<file path="config.mk">
export PLATFORM = sky130hd
export DESIGN_NAME = hesu_hdlc_event_status_unit
export DESIGN_NICKNAME = d
export VERILOG_FILES = /design/src/core/hesu_pkg.sv /design/src/core/hesu_hdlc_event_status_unit.sv /design/src/core/hesu_line_monitor.sv
export SDC_FILE = /design/constraint.sdc
export NUM_CORES = 1
export LEC_CHECK = 0
export BUFFER_PORTS_ARGS = -buffer_cell sky130_fd_sc_hd__buf_2
export CORE_UTILIZATION = 35
export CTS_BUF_LIST = sky130_fd_sc_hd__clkbuf_4 sky130_fd_sc_hd__clkbuf_8
export DETAILED_ROUTE_END_ITERATION = 8
export SYNTH_ARGS = -nofsm -noshare
export SYNTH_HDL_FRONTEND = slang
export SYNTH_HIERARCHICAL = 1
export SYNTH_SLANG_ARGS = --single-unit
</file>
<file path="constraint.sdc">
create_clock -name clk -period 3 [get_ports clk]
set_clock_uncertainty 0.1 [all_clocks]
set_input_delay 0.3 -clock clk [delete_from_list [all_inputs] [get_ports clk]]
set_output_delay 0.3 -clock clk [all_outputs]
set_load 0.05 [all_outputs]
</file>
<file path="src/core/hesu_pkg.sv">
// Purpose: Shared constants for the HDLC event and line status unit.
// Assumes: 32-bit APB data, one aligned word per register.
// Notes: Bit positions follow the event register layout.
package hesu_pkg;
	// ****************************************
	// Register map
	// ****************************************
	localparam logic [7:0] HESU_OFS_EVENTS = 8'h00;
	localparam logic [7:0] HESU_OFS_ENABLE = 8'h04;
	localparam logic [7:0] HESU_OFS_STATUS = 8'h08;
	localparam logic [15:0] HESU_EV_RESET = 16'h0000;
	localparam logic [15:0] HESU_EN_RESET = 16'h0000;
	// Implemented event bits; bits 15-13, 6 and 5 stay zero.
	localparam logic [15:0] HESU_EV_USED = 16'h1f9f;
	// ****************************************
	// Event bit positions
	// ****************************************
	localparam int HESU_EV_RXB = 0;
	localparam int HESU_EV_TXB = 1;
	localparam int HESU_EV_BSY = 2;
	localparam int HESU_EV_RXF = 3;
	localparam int HESU_EV_TXE = 4;
	localparam int HESU_EV_GRA = 7;
	localparam int HESU_EV_IDL = 8;
	localparam int HESU_EV_FLG = 9;
	localparam int HESU_EV_DCC = 10;
	localparam int HESU_EV_GLT = 11;
	localparam int HESU_EV_GLR = 12;
	// ****************************************
	// Status bit positions
	// ****************************************
	localparam int HESU_ST_IDLE = 0;
	localparam int HESU_ST_CS = 1;
	localparam int HESU_ST_FLAG = 2;
	// ****************************************
	// Line timing, in bit times and clocks
	// ****************************************
	localparam logic [7:0] HESU_FLAG_PATTERN = 8'h7e;
	localparam logic [3:0] HESU_FLAG_HOLD_BITS = 4'h8;
	localparam logic [3:0] HESU_IDLE_ONES = 4'hf;
	localparam int HESU_RXF_DELAY_CLKS = 2;
	// ****************************************
	// Graceful stop state
	// ****************************************
	typedef enum logic {
		HESU_GS_IDLE = 1'b0,
		HESU_GS_WAIT = 1'b1
	} hesu_gs_e;
endpackage

</file>
<file path="src/core/hesu_hdlc_event_status_unit.sv">
// Purpose: Event, enable and line status registers of an HDLC channel.
// Assumes: Channel datapath strobes are one-cycle pulses on clk.
// Notes: APB slave with one wait-free access phase.
//
// How it works
// - A 16-bit event register latches each recognised channel event.
// - Events read anytime; write one clears, zero keeps; reset to zero.
// - Interrupt request stays high while any enabled event bit is set.
// - Event bits at fixed positions; reserved bits 15-13, 6, 5 stay zero.
// - Clock glitches on receive or transmit clock set their event bits.
// - Any change of DPLL carrier sense sets the carrier change event.
// - Start and stop of flag reception each set the flag event.
// - Each change of line idle status sets the idle event.
// - Graceful stop event after current frame ends, or at once.
// - Underrun or clear-to-send loss during transmit sets transmit error.
// - Frame received event set at least two clocks after closing flag.
// - Frame discarded for lack of buffers sets the busy event.
// - Transmit buffer event timed by closing flag or FIFO load.
// - Receive buffer closed without frame end sets receive buffer event.
// - A 16-bit read-write enable register gates events; resets to zero.
// - An 8-bit read-only status register; bits 7-3 read zero.
// - Flag status searches each bit, holds eight bits, then rechecks.
// - Flag search uses the DPLL-decoded receive bits.
// - Carrier sense status shows the DPLL carrier in real time.
// - Idle status after 15 ones, cleared by the first zero.
// - Clear-to-send loss is reported to the open transmit descriptor.
// - Exactly the descriptor byte count is sent; count is never rewritten.
// - Receive descriptor interrupt flag gates only the receive buffer event.
// - Transmit descriptor interrupt flag gates transmit buffer and error.
`timescale 1ns/10ps
module hesu_hdlc_event_status_unit
	import hesu_pkg::*;
(
	input wire logic clk,
	input wire logic rst,
	input wire logic psel,
	input wire logic penable,
	input wire logic pwrite,
	input wire logic [7:0] paddr,
	input wire logic [31:0] pwdata,
	output logic [31:0] prdata,
	output logic pready,
	output logic pslverr,
	input wire logic rx_clock_glitch,
	input wire logic tx_clock_glitch,
	input wire logic dpll_carrier,
	input wire logic rx_bit_valid,
	input wire logic rx_bit,
	input wire logic graceful_stop_cmd,
	input wire logic tx_frame_active,
	input wire logic tx_underrun,
	input wire logic clear_to_send_lost,
	input wire logic rx_frame_done,
	input wire logic rx_buffer_missing,
	input wire logic rx_bd_close,
	input wire logic rx_bd_frame_end,
	input wire logic rx_bd_int,
	input wire logic tx_buf_fifo_loaded,
	input wire logic tx_close_flag_last,
	input wire logic tx_bd_last,
	input wire logic tx_bd_int,
	input wire logic tx_bd_load,
	input wire logic [15:0] tx_bd_length,
	input wire logic tx_byte_taken,
	output logic irq_q,
	output logic bd_cts_lost_q,
	output logic [15:0] tx_bytes_left_q,
	output logic tx_buf_drained_q
);
	// ****************************************
	// State
	// ****************************************
	logic [15:0] ev_q;
	logic [15:0] ev_d;
	logic [15:0] ev_set;
	logic [15:0] ev_clr;
	logic [15:0] en_q;
	logic carrier_q;
	logic flag_prev_q;
	logic idle_prev_q;
	logic [HESU_RXF_DELAY_CLKS-1:0] rxf_pipe_q;
	hesu_gs_e gs_q;
	hesu_gs_e gs_d;
	logic gs_done;
	logic flag_status;
	logic line_idle;
	logic tx_error;
	logic [15:0] left_d;

	// ****************************************
	// APB decode
	// ****************************************
	logic access;
	logic wr_ev;
	logic wr_en;
	logic hit_ev;
	logic hit_en;
	logic hit_st;
	logic hit_any;
	logic [31:0] rd_data;
	logic [7:0] status_byte;

	assign access = psel && penable && pready;
	assign hit_ev = (paddr == HESU_OFS_EVENTS);
	assign hit_en = (paddr == HESU_OFS_ENABLE);
	assign hit_st = (paddr == HESU_OFS_STATUS);
	assign hit_any = hit_ev || hit_en || hit_st;
	assign wr_ev = access && pwrite && hit_ev;
	assign wr_en = access && pwrite && hit_en;
	assign status_byte = {5'h00, flag_status, carrier_q, line_idle};
	assign rd_data = hit_ev ? {16'h0000, ev_q} :
		hit_en ? {16'h0000, en_q} :
		hit_st ? {24'h000000, status_byte} : 32'h00000000;

	// Ready rises in the first access cycle, so every transfer is two cycles.
	always_ff @(posedge clk or posedge rst) begin
		if (rst) begin
			pready <= 1'b0;
			pslverr <= 1'b0;
			prdata <= 32'h00000000;
		end else begin
			pready <= psel && !penable;
			pslverr <= psel && !penable && !hit_any;
			prdata <= (psel && !penable && !pwrite) ? rd_data : 32'h00000000;
		end
	end

	// ****************************************
	// Line monitor
	// ****************************************
	hesu_line_monitor u_line (
		.clk(clk),
		.rst(rst),
		.rx_bit_valid(rx_bit_valid),
		.rx_bit(rx_bit),
		.flag_status_q(flag_status),
		.line_idle_q(line_idle)
	);

	always_ff @(posedge clk or posedge rst) begin
		if (rst) begin
			carrier_q <= 1'b0;
			flag_prev_q <= 1'b0;
			idle_prev_q <= 1'b0;
			rxf_pipe_q <= '0;
		end else begin
			carrier_q <= dpll_carrier;
			flag_prev_q <= flag_status;
			idle_prev_q <= line_idle;
			rxf_pipe_q <= {rxf_pipe_q[HESU_RXF_DELAY_CLKS-2:0], rx_frame_done};
		end
	end

	// ****************************************
	// Graceful stop
	// ****************************************
	// A command that arrives while waiting is absorbed by the same wait.
	always_comb begin
		gs_d = gs_q;
		gs_done = 1'b0;
		unique case (gs_q)
			HESU_GS_IDLE: begin
				if (graceful_stop_cmd && tx_frame_active) begin
					gs_d = HESU_GS_WAIT;
				end else if (graceful_stop_cmd) begin
					gs_done = 1'b1;
				end
			end
			HESU_GS_WAIT: begin
				if (!tx_frame_active) begin
					gs_d = HESU_GS_IDLE;
					gs_done = 1'b1;
				end
			end
		endcase
	end

	always_ff @(posedge clk or posedge rst) begin
		if (rst) begin
			gs_q <= HESU_GS_IDLE;
		end else begin
			gs_q <= gs_d;
		end
	end

	// ****************************************
	// Event register
	// ****************************************
	assign tx_error = tx_bd_int &&
		(tx_underrun || (clear_to_send_lost && tx_frame_active));

	always_comb begin
		ev_set = 16'h0000;
		ev_set[HESU_EV_GLR] = rx_clock_glitch;
		ev_set[HESU_EV_GLT] = tx_clock_glitch;
		ev_set[HESU_EV_DCC] = carrier_q != dpll_carrier;
		ev_set[HESU_EV_FLG] = flag_prev_q != flag_status;
		ev_set[HESU_EV_IDL] = idle_prev_q != line_idle;
		ev_set[HESU_EV_GRA] = gs_done;
		ev_set[HESU_EV_TXE] = tx_error;
		ev_set[HESU_EV_RXF] = rxf_pipe_q[HESU_RXF_DELAY_CLKS-1];
		ev_set[HESU_EV_BSY] = rx_buffer_missing;
		ev_set[HESU_EV_TXB] = tx_bd_int && !tx_error &&
			(tx_bd_last ? tx_close_flag_last : tx_buf_fifo_loaded);
		ev_set[HESU_EV_RXB] = rx_bd_close && !rx_bd_frame_end &&
			rx_bd_int;
	end

	// A new event in the clearing cycle survives: set is ORed after clear.
	assign ev_clr = wr_ev ? pwdata[15:0] : 16'h0000;
	assign ev_d = ((ev_q & ~ev_clr) | ev_set) & HESU_EV_USED;

	always_ff @(posedge clk or posedge rst) begin
		if (rst) begin
			ev_q <= HESU_EV_RESET;
			en_q <= HESU_EN_RESET;
			irq_q <= 1'b0;
		end else begin
			ev_q <= ev_d;
			if (wr_en) begin
				en_q <= pwdata[15:0] & HESU_EV_USED;
			end
			irq_q <= |(ev_q & en_q);
		end
	end

	// ****************************************
	// Transmit descriptor support
	// ****************************************
	// The length field is only read; the countdown lives in a copy.
	assign left_d = tx_bd_load ? tx_bd_length :
		(tx_byte_taken && tx_bytes_left_q != 16'h0000) ?
		tx_bytes_left_q - 16'h0001 : tx_bytes_left_q;

	always_ff @(posedge clk or posedge rst) begin
		if (rst) begin
			bd_cts_lost_q <= 1'b0;
			tx_bytes_left_q <= 16'h0000;
			tx_buf_drained_q <= 1'b1;
		end else begin
			bd_cts_lost_q <= clear_to_send_lost && tx_frame_active;
			tx_bytes_left_q <= left_d;
			tx_buf_drained_q <= (left_d == 16'h0000);
		end
	end
endmodule // hesu_hdlc_event_status_unit

</file>
<file path="src/core/hesu_line_monitor.sv">
// Purpose: Flag and idle detection on the decoded receive bit stream.
// Assumes: rx_bit_valid pulses once per bit time after DPLL decoding.
// Notes: Both outputs are registered.
`timescale 1ns/10ps
module hesu_line_monitor
	import hesu_pkg::*;
(
	input wire logic clk,
	input wire logic rst,
	input wire logic rx_bit_valid,
	input wire logic rx_bit,
	output logic flag_status_q,
	output logic line_idle_q
);
	logic [7:0] shift_q;
	logic [7:0] shift_d;
	logic [3:0] hold_q;
	logic [3:0] ones_q;
	logic is_flag;
	logic hold_done;

	assign shift_d = {shift_q[6:0], rx_bit};
	assign is_flag = (shift_d == HESU_FLAG_PATTERN);
	assign hold_done = (hold_q == HESU_FLAG_HOLD_BITS - 4'h1);

	// The window slides every bit time so a flag at any alignment is seen.
	always_ff @(posedge clk or posedge rst) begin
		if (rst) begin
			shift_q <= 8'h00;
			hold_q <= 4'h0;
			flag_status_q <= 1'b0;
		end else if (rx_bit_valid) begin
			shift_q <= shift_d;
			if (!flag_status_q) begin
				flag_status_q <= is_flag;
				hold_q <= 4'h0;
			end else if (hold_done) begin
				flag_status_q <= is_flag;
				hold_q <= 4'h0;
			end else begin
				hold_q <= hold_q + 4'h1;
			end
		end
	end

	// Ones saturate at the idle count; a single zero ends idle.
	always_ff @(posedge clk or posedge rst) begin
		if (rst) begin
			ones_q <= 4'h0;
			line_idle_q <= 1'b0;
		end else if (rx_bit_valid) begin
			if (!rx_bit) begin
				ones_q <= 4'h0;
				line_idle_q <= 1'b0;
			end else if (ones_q != HESU_IDLE_ONES) begin
				ones_q <= ones_q + 4'h1;
				line_idle_q <= (ones_q == HESU_IDLE_ONES - 4'h1);
			end
		end
	end
endmodule // hesu_line_monitor

</file>
==> results.yml, run 1 <==
status:
  outcome: "complete, no violations"
logic_synthesis:
  ys.flop_type: "dfrtp_1"
  ys_ff_latch: 77
  synth_xor_area_share_pct: 2.75
  netlist_area_mm2: 0.00382
  synth_top_family_by_area: "simple AND/OR/NAND/NOR gates"
  syn_inst: 367
  yosys.area_share.adder_pct: 1.64
  synth_simple_gate_area_share_pct: 17.8
  synth_compound_area_share_pct: 11.4
  syn_area_per_cell_um2: 10.4
  synthDistinctLibCells: 59
  async_flop_share_pct: 100
  ys.warnings.count: 6
  yosysSeqAreaShare_pct: 50.5
  synth_edf_count: 0
  synth_mux_area_share_pct: 8.45
sta:
  final.setup.worst_slack_ns: 0.0844
  drv_slew: 0
  fin_setup_tns_ns: 0
  worst_slew_margin_rel_pct: 55.9
  tightest_slew_ns: 0.660
  fmax_mhz: 343
  period_share_pct: 97.2
  hold_slack_ns: 0.0253
  finalSetupViolations: 0
  hold_violations: 0
  period_minus_slack_ns: 2.92
  rsz0062_at_grt: "no"
detailed_routing:
  ant_nets: 0
  wl_um: 8320
  wl_per_cell_um: 13.7
  vias: 3018
  drc: 0
  viasPerCell: 4.98
  dr.pass1.iters: 4
  drt_iter0_markers: 98
clock_network:
  cts_setup_buffers: 0
  cts_buffers: 9
  cts_buffer_depth: 2
  cts_tree: "yes"
  insertion_delay_ns: 0.35
  cts_root_buf: "clkbuf_8"
  clk_pin_slew_ns: 0.09
  clock-sinks: 77
  ctsHtreeMaxLevel: 3
layout:
  mostFrequentLayoutCells: "buf_2 (91), dfrtp_1 (75), nand2_1 (43), nor2_1 (30), conb_1 (21)"
  fin_cells: 606
  mostFrequentLayoutCell: "buf_2"
  area_delta_synth_final_pct: 20.4
  diodes: 0
  nets: 551
  drive_gt1_share_pct: 31.7
power:
  p_per_area_mw_per_mm2: 542
  p_sw_share_pct: 30.5
  p_clk_share_pct: 36.1
  p_int_mw: 1.73
  vdd_drop_max_uv: 202
  p_leak_nw: 2.20
  switchingPower_mw: 0.761
  seqPwrFrac_pct: 46.3
  comb_power_share_pct: 17.6
floorplan:
  core-area_mm2: 0.0105
  ios: 134
  num_rows: 37
  die_area_mm2: 0.0113
  dieWidth_um: 106
  die_y_um: 106
  initial_core_util_pct: 36.5
worst_setup_path:
  crit_path_top_delay_cell: "or4_4"
  r2r_slack_ns: 0.08
  endpoint_kind: "register"
  crit_start: "tx_bytes_left_q[2]"
  cp_data_arrival_time_ns: 3.11
  ff2ff_path_depth: 7
  reg2reg_from: "tx_bytes_left_q[2]"
  cp_slowest_stage_delay_ns: 0.56
  critical_path_class: "reg2reg"
  path_cells: "or4_4 -> or4_4 -> o211ai_1 -> o211ai_1 -> or4_4 -> nor4_2 -> and3_1"
  reg2reg_to: "tx_buf_drained_q"
  path_max_fanout: 14
  cp-start-kind: "register"
  crit_top_cell: "or4_4"
  required_ns: 3.19
placement:
  dp.cells: 587
  gp_congestion: 0.837
  portBuffers: 91
  dp_slack_ns: 0.0785
  hpwl_um: 6150
global_route:
  gr-total-overflow: 0
  grt_max_degree: 34
  antenna_found_initial: 0
  grt_first_pass_wirelength_um: 13600
  grt_pass1_vias: 2840
  grt_use_total_pct: 15.3
min_path:
  min_path_type: "in2reg"
  hold_path_end: "ev_q[0]"
  hold_depth: 2
  hold_start: "rx_bd_frame_end"
job:
  drv_cap: 0
==> synthesized netlist by cell type (all sizes together), types with 5 or more instances <==
master	count	area [µm²]
buf	27	208
nor2	30	113
or4	5	48.8
xnor2	10	87.6
a21oi	10	50.1
dfrtp	76	1900
mux2	18	203
nor4	11	75.1
ha	5	62.6
clkbuf	6	32.5
nand2	44	168
mux2i	12	120
inv	11	41.3
nand2b	5	31.3
a21o	6	45.0
or3	6	38.8
and3	5	36.3
nand3	6	30.0
nor3	8	40.0
o21ai	22	110
o211ai	5	52.6
==> worst max path at each step <==
stage	end	depth (start not counted)	slack [ns]
global placement	tx_buf_drained_q	7	0.11
detailed placement	tx_buf_drained_q	7	0.08
CTS	tx_buf_drained_q	7	0.05
floorplan	tx_buf_drained_q	8	0.03
finish	tx_buf_drained_q	7	0.08
global route	tx_buf_drained_q	7	0.009
==> stage by stage <==
stage | total power [mW] | utilization, % | area, µm²
4_1_cts | 2.52 | 43.9 | 4590
5_1_grt | 2.61 | 44.0 | 4600
6_report | 2.49 | 44.0 | 4600
3_5_place_dp | 1.61 | 41.4 | 4330
3_3_place_gp | 1.60 | 41.4 | 4330
2_1_floorplan | 1.50 | - | 3900
==> area by class of cell <==
cell class	count	area, µm²
Fill cell	1034	5860
Sequential cell	77	1930
Multi-Input combinational cell	266	1700
Timing Repair Buffer	100	531
Tap cell	136	170
Clock buffer	10	138
Clock inverter	6	92.6
Inverter	11	41.3
==> registers in the layout (all words and copies together), names as in the netlist, 2 cells and up <==
register         count
ev_q                11
u_line/shift_q       7
u_line/hold_q        4
tx_bytes_left_q     16
en_q                11
prdata              11
u_line/ones_q        4
rxf_pipe_q           2
==> power by group through the flow <==
stage                     sequential (mW)  combinational (mW)  clock [mW]
after floorplan                      1.26               0.247           0
after global placement               1.17               0.431           0
after detailed placement             1.18               0.436           0
after CTS                            1.16               0.440       0.927
after global routing                 1.16               0.477       0.968
final                                1.16               0.438       0.901
==> kinds of logic (layout without fill, tap and decap cells) <==
| kind of cell | Yosys count | count (layout) |
|---|---|---|
| AO/OA/AOI/OAI | 64 | 64 |
| XOR/XNOR | 12 | 12 |
| adder cells (fa/ha/maj) | 5 | 5 |
| buffers and inverters | 44 | 127 |
| flip-flops | 77 | 77 |
| multiplexers | 30 | 30 |
| other | 1 | 21 |
| AND/OR/NAND/NOR | 134 | 134 |
==> layer usage <==
metal	GRT usage (%)	vias to the layer above	part of all wire (%)
met5	0	-	0
met4	7.05	0	1.8
met3	2.58	11	5.8
met2	25.1	108	47
met1	19.8	1445	45
li1	-	1454	-
==> critical path: cells and delay by family (launching register included) <==
family / cells / cell delay, ns
and+or+nand+nor: 5 / 2.00
DFF: 1 / 0.41
AOI/OAI and AO/OA: 2 / 0.35
==> what timing repair did <==
action / 4_1_cts / 5_1_grt
hold endpoints to repair: 50 / 0
endpoints found under the setup margin: 0 / 1
resized for setup: 0 / 3
hold buffers: 3 / 0
No activity file was read; power rests on OpenSTA's default activity.
==> run 2: changes to the inputs <==
--- a/config.mk
+++ b/config.mk
@@ -5,10 +5,12 @@
 export SDC_FILE = /design/constraint.sdc
 export NUM_CORES = 1
 export LEC_CHECK = 0
+export ABC_AREA = 1
 export BUFFER_PORTS_ARGS = -buffer_cell sky130_fd_sc_hd__buf_2
-export CORE_UTILIZATION = 35
+export CORE_UTILIZATION = 53
 export CTS_BUF_LIST = sky130_fd_sc_hd__clkbuf_4 sky130_fd_sc_hd__clkbuf_8
 export DETAILED_ROUTE_END_ITERATION = 8
+export PLACE_DENSITY = 0.83
 export SYNTH_ARGS = -nofsm -noshare
 export SYNTH_HDL_FRONTEND = slang
 export SYNTH_HIERARCHICAL = 1
==> run 2 against run 1 <==
Synthesized area up 8.5%. Design area up 5.1%. Register-to-register slack gained 0.76 ns. Largest cell class unchanged. Largest power group unchanged. Highest routed layer unchanged.
==> results.yml, run 2 <==
status:
  outcome: "complete, no violations"
sta:
  worst_slew_margin_rel_pct: 49.4
  finalSetupViolations: 0
  period_minus_slack_ns: 2.15
  period_share_pct: 71.8
  hold_slack_ns: 0.0318
  fin_setup_tns_ns: 0
  rsz0062_at_grt: "no"
  tightest_slew_ns: 0.758
  hold_violations: 0
  final.setup.worst_slack_ns: 0.845
  drv_slew: 0
  fmax_mhz: 464
floorplan:
  die_area_mm2: 0.00818
  core-area_mm2: 0.00741
  die_y_um: 90.5
  dieWidth_um: 90.5
  num_rows: 31
  ios: 134
  initial_core_util_pct: 56.0
detailed_routing:
  wl_um: 9000
  drc: 0
  ant_nets: 0
  drt_iter0_markers: 218
  vias: 3667
  wl_per_cell_um: 12.4
  viasPerCell: 5.04
  dr.pass1.iters: 4
layout:
  fin_cells: 727
  mostFrequentLayoutCell: "nand2_1"
  diodes: 0
  drive_gt1_share_pct: 24.2
  area_delta_synth_final_pct: 16.6
  top_register: "tx_bytes_left_q"
  nets: 709
  largest_reg_flops: 16
  mostFrequentLayoutCells: "nand2_1 (166), buf_2 (91), dfrtp_1 (76), inv_1 (59), o21ai_0 (37)"
clock_network:
  cts_buffers: 9
  ctsHtreeMaxLevel: 3
  clock-sinks: 77
  cts_buffer_depth: 2
  insertion_delay_ns: 0.35
  cts_tree: "yes"
  cts_hold_buf: 3
  clk_pin_slew_ns: 0.09
  cts_resized: 0
  cts_root_buf: "clkbuf_8"
  cts_setup_buffers: 0
worst_setup_path:
  endpoint_kind: "register"
  critical_path_class: "reg2reg"
  required_ns: 3.18
  crit_family: "simple AND/OR/NAND/NOR gates"
  path_buf_inv: 1
  cp_slowest_stage_delay_ns: 0.42
  path_max_fanout: 16
  cp-start-kind: "register"
  crit_path_top_delay_cell: "dfrtp_1"
  cp_data_arrival_time_ns: 2.34
  crit_top_cell: "nand2_1"
  path_cells: "inv_1 -> ha_1 -> nand2_1 -> nor2_4 -> nand2_2 -> nand2_2 -> o21ai_0 -> o21bai_2 -> nand2_1 -> nor2_1 -> nand2_1 -> nor2_1"
placement:
  dp.cells: 708
  hpwl_um: 6480
  dp_slack_ns: 0.854
  portBuffers: 91
  gp_congestion: 0.929
global_route:
  grt_first_pass_wirelength_um: 15700
  gr-total-overflow: 0
  antenna_found_initial: 0
  grt_use_total_pct: 24.0
  grt_pass1_vias: 3566
  grt_max_degree: 61
min_path:
  min_path_type: "in2reg"
logic_synthesis:
  synthTopCellsByArea: "dfrtp_1 (46%), nand2_1 (15%), inv_1 (5.4%), o21ai_0 (4.5%), buf_4 (4.2%)"
  async_flop_share_pct: 100
  yosysTopAreaCell: "dfrtp_1"
  syn_area_per_cell_um2: 7.84
  netlist_area_mm2: 0.00415
  synth_edf_count: 0
  synth_top_family_by_area: "simple AND/OR/NAND/NOR gates"
  yosys.area_share.adder_pct: 1.51
  ys.flop_type: "dfrtp_1"
  synth_xor_area_share_pct: 1.69
  syn_inst: 529
  yosysSeqAreaShare_pct: 46.5
  synth.top_cell.area_share_pct: 45.9
  synth_compound_area_share_pct: 8.24
  yosysMostFrequentCell: "nand2_1"
  ys_ff_latch: 77
  synth_mux_area_share_pct: 0.241
  synth_simple_gate_area_share_pct: 30.4
  ys.warnings.count: 6
  synthDistinctLibCells: 39
  yosys-top-cells-count: "nand2_1 (166), dfrtp_1 (76), inv_1 (60)"
power:
  p_per_area_mw_per_mm2: 498
  p_leak_nw: 2.51
  power_mw: 2.41
  vdd_drop_max_uv: 275
job:
  drv_cap: 0
## run 2: cell types whose count changed in the layout (fill, tap and decap cells not counted), sizes merged, moves of 17 or more
cell | previous run | this run
inv | 13 | 66
o21ai | 22 | 42
nand2 | 44 | 173
mux2 | 18 | 0
nand3 | 6 | 26
nor2 | 30 | 47
## run 2: path summary, 6_finish.rpt
| check | from | end | slack [ns] | cells past startpoint |
|---|---|---|---|---|
| min reg2reg | rxf_pipe_q[0] | rxf_pipe_q[1] | 0.26 | 0 |
| max in group asynchronous | rst | tx_bytes_left_q[11] | 1.65 | 4 |
| max | tx_bytes_left_q[0] | tx_buf_drained_q | 0.85 | 12 |
| min | tx_clock_glitch | ev_q[11] | 0.03 | 3 |
| max reg2reg | tx_bytes_left_q[0] | tx_buf_drained_q | 0.85 | 12 |
| min in group asynchronous | rst | u_line/hold_q[2] | 0.53 | 3 |
## run 2: cells by family after synthesis
logic type / Yosys count
adders and majority gates: 5
and+or+nand+nor: 280
muxes: 1
AOI/OAI and AO/OA: 61
DFF: 77
xor gates and xnor gates: 8
buffers and inverters: 96
other: 1
## run 2: worst register-to-register path, stage by stage (launching register included)
cell and delay [ns]:
dfrtp_1 0.42, inv_1 0.12, ha_1 0.17, nand2_1 0.09, nor2_4 0.17, nand2_2 0.07, nand2_2 0.25, o21ai_0 0.15
o21bai_2 0.18, nand2_1 0.07, nor2_1 0.10, nand2_1 0.09, nor2_1 0.12
## run 2: cell type report
type	instances	area (µm²)
timing repair buffer	97	508
inverter	62	235
clock buffer	9	124
clock inverter	7	88.8
tap	99	124
fill	638	2570
multi-input combinational	376	1830
sequential	77	1930
## run 2: metal layers
metal  routed length, µm  global-route usage (%)  vias up  share of wire (%)
met4                  73                    8.33        0               0.81
met3                 650                    4.71        8                7.2
met5                   0                       0        -                  0
met1                3800                    30.0     1701                 42
li1                    -                       -     1800                  -
met2                4470                    41.3      158                 50
## run 2: stage by stage
stage	util, %	cell area (µm²)
6_report	65.2	4830
5_1_grt	65.2	4830
4_1_cts	65.2	4830
3_5_place_dp	62.0	4590
3_3_place_gp	62.0	4590
2_1_floorplan	-	4220
## run 2: report_power, final
part / switching (mW) / internal, mW
registers: 0.0546 / 1.09
clock network: 0.424 / 0.406
logic: 0.317 / 0.121
==> run 3: changes to the inputs <==
--- a/config.mk
+++ b/config.mk
@@ -5,12 +5,12 @@
 export SDC_FILE = /design/constraint.sdc
 export NUM_CORES = 1
 export LEC_CHECK = 0
-export ABC_AREA = 1
+export ABC_AREA = 0
 export BUFFER_PORTS_ARGS = -buffer_cell sky130_fd_sc_hd__buf_2
-export CORE_UTILIZATION = 53
+export CORE_UTILIZATION = 47
 export CTS_BUF_LIST = sky130_fd_sc_hd__clkbuf_4 sky130_fd_sc_hd__clkbuf_8
 export DETAILED_ROUTE_END_ITERATION = 8
-export PLACE_DENSITY = 0.83
+export PLACE_DENSITY = 0.79
 export SYNTH_ARGS = -nofsm -noshare
 export SYNTH_HDL_FRONTEND = slang
 export SYNTH_HIERARCHICAL = 1
==> constraint.sdc (replaced) <==
create_clock -name clk -period 1.75 [get_ports clk]
set_clock_uncertainty 0.1 [all_clocks]
set_input_delay 0.175 -clock clk [delete_from_list [all_inputs] [get_ports clk]]
set_output_delay 0.175 -clock clk [all_outputs]
set_load 0.05 [all_outputs]
==> run 3 against run 2 <==
The run now ends with negative setup slack left. Sequential cell count did not move. Largest cell class unchanged. Critical endpoint unchanged. Maximum frequency is 24% lower. Count of clock-buffer cells in the layout up 1. Core utilization increased by 4.9 points. Largest power group unchanged. Combinational power rose by 140%. Clock power is 66% higher. Sequential share of layout area fell by 4.5 points. Wire length grew 16%.
==> results.yml, run 3 (synthesized netlist as in run 1, its figures left out) <==
sta:
  fin_setup_tns_ns: -9.82
  finalSetupViolations: 17
  period_share_pct: 162
  worst_slew_margin_rel_pct: 56.1
  fmax_mhz: 352
  rsz0062_at_grt: "yes"
  hold_violations: 0
  period_minus_slack_ns: 2.84
  drv_slew: 0
  final.setup.worst_slack_ns: -1.09
  tightest_slew_ns: 0.657
layout:
  nets: 633
  largest_reg_flops: 16
  final_util_pct: 70.1
  area_delta_synth_final_pct: 43.3
  diodes: 0
  top_register: "tx_bytes_left_q"
  mostFrequentLayoutCell: "buf_2"
  mostFrequentLayoutCells: "buf_2 (91), dfrtp_1 (70), buf_4 (46), nand2_1 (42), dlygate4sd3_1 (36)"
  drive_gt1_share_pct: 40.8
status:
  violations: "negative setup slack"
  outcome: "finished with violations"
global_route:
  grt_max_degree: 45
  antenna_found_initial: 0
  grt_first_pass_wirelength_um: 16200
  gr-total-overflow: 0
  grt_pass1_vias: 3469
  grt_use_total_pct: 24.9
floorplan:
  dieWidth_um: 92.2
  die_area_mm2: 0.00849
  initial_core_util_pct: 48.9
  die_y_um: 92.2
  num_rows: 32
  core-area_mm2: 0.00781
  ios: 134
clock_network:
  cts_buffer_depth: 2
  ctsHtreeMaxLevel: 3
  cts_tree: "yes"
  cts_root_buf: "clkbuf_8"
  insertion_delay_ns: 0.35
  clock-sinks: 77
  clk_pin_slew_ns: 0.09
  cts_buffers: 9
worst_setup_path:
  cp_data_arrival_time_ns: 3.04
  required_ns: 1.95
  path_max_fanout: 7
  endpoint_kind: "register"
  cp-start-kind: "register"
  critical_path_class: "reg2reg"
  reg2reg_from: "tx_bytes_left_q[5]"
  crit_start: "tx_bytes_left_q[5]"
min_path:
  hold_start: "tx_bd_length[0]"
  min_path_type: "in2reg"
placement:
  portBuffers: 91
  gp_congestion: 0.951
  hpwl_um: 6600
detailed_routing:
  drc: 0
  viasPerCell: 5.35
  ant_nets: 0
  wl_per_cell_um: 15.9
  dr.pass1.iters: 5
  wl_um: 10400
  drt_iter0_markers: 198
  vias: 3497
power:
  p_leak_nw: 2.60
  power_mw: 4.40
  vdd_drop_max_uv: 579
  p_per_area_mw_per_mm2: 804
job:
  drv_cap: 0
==> run 3: cell count changes in the layout (fill, tap and decap cells not counted), moves of 7 or more <==
cell,change
nand2_1,-124
o21ai_0,-28
buf_6,+7
nor2_2,-8
inv_1,-49
or2_2,-12
mux2i_1,+11
mux2_2,+18
nand3_1,-21
buf_4,+43
dlygate4sd3_1,+33
==> run 3: final timing paths <==
check                      cells past startpoint            endpoint  slack [ns]
max                                            9    tx_buf_drained_q       -1.09
max reg2reg                                    9    tx_buf_drained_q       -1.09
min in group asynchronous                      3             en_q[0]        0.26
min reg2reg                                    0       rxf_pipe_q[1]        0.28
max in group asynchronous                      4    tx_buf_drained_q        0.68
min                                            3  tx_bytes_left_q[0]        0.03
==> run 3: worst max-delay path: stages, from the launching register on <==
cell     delay [ns]
dfrtp_2        0.41
or4_4          0.54
or4_4          0.51
buf_6          0.17
buf_4          0.14
nor3_4         0.16
xnor2_2        0.14
o21ai_2        0.08
nor4_2         0.33
and3_1         0.20
==> run 3: power breakdown <==
part | switching [mW] | internal, mW
Clock | 0.690 | 0.690
Sequential | 0.0783 | 1.88
Combinational | 0.644 | 0.414
==> run 3: through the flow <==
stage	cells	hold slack (ns)	setup slack, ns	area [µm²]
CTS	648	0.00177	-1.04	5350
floorplan	387	0.00107	-1.13	3920
detailed placement	594	0.109	-1.17	4640
global route	654	0.0124	-1.16	5470
finish	654	0.0257	-1.09	5470
global placement	594	0.101	-1.10	4640
==> run 3: repair_timing <==
| action | 4_1_cts | 5_1_grt |
|---|---|---|
| resized for setup | 36 | 16 |
| hold buffers | 32 | 4 |
| pin swaps | 17 | 14 |
| endpoints found under the hold margin | 64 | 4 |
| buffers inserted | 7 | 2 |
| setup endpoints to repair | 17 | 17 |
==> run 3: area by class of cell <==
cell class	instances	area, µm²
multi-input cells	266	1880
well taps	102	128
flip-flops and latches	77	1940
clock buffers	10	131
repair buffers	182	1280
clock inverters	6	71.3
inverters	11	45.0
fillers	539	2330
==> run 3: layer usage <==
layer	part of all wire, %	global-route usage, %
met2	52	42.4
met4	1.7	10.4
met3	6.6	5.31
met5	0	0
met1	40	30.5
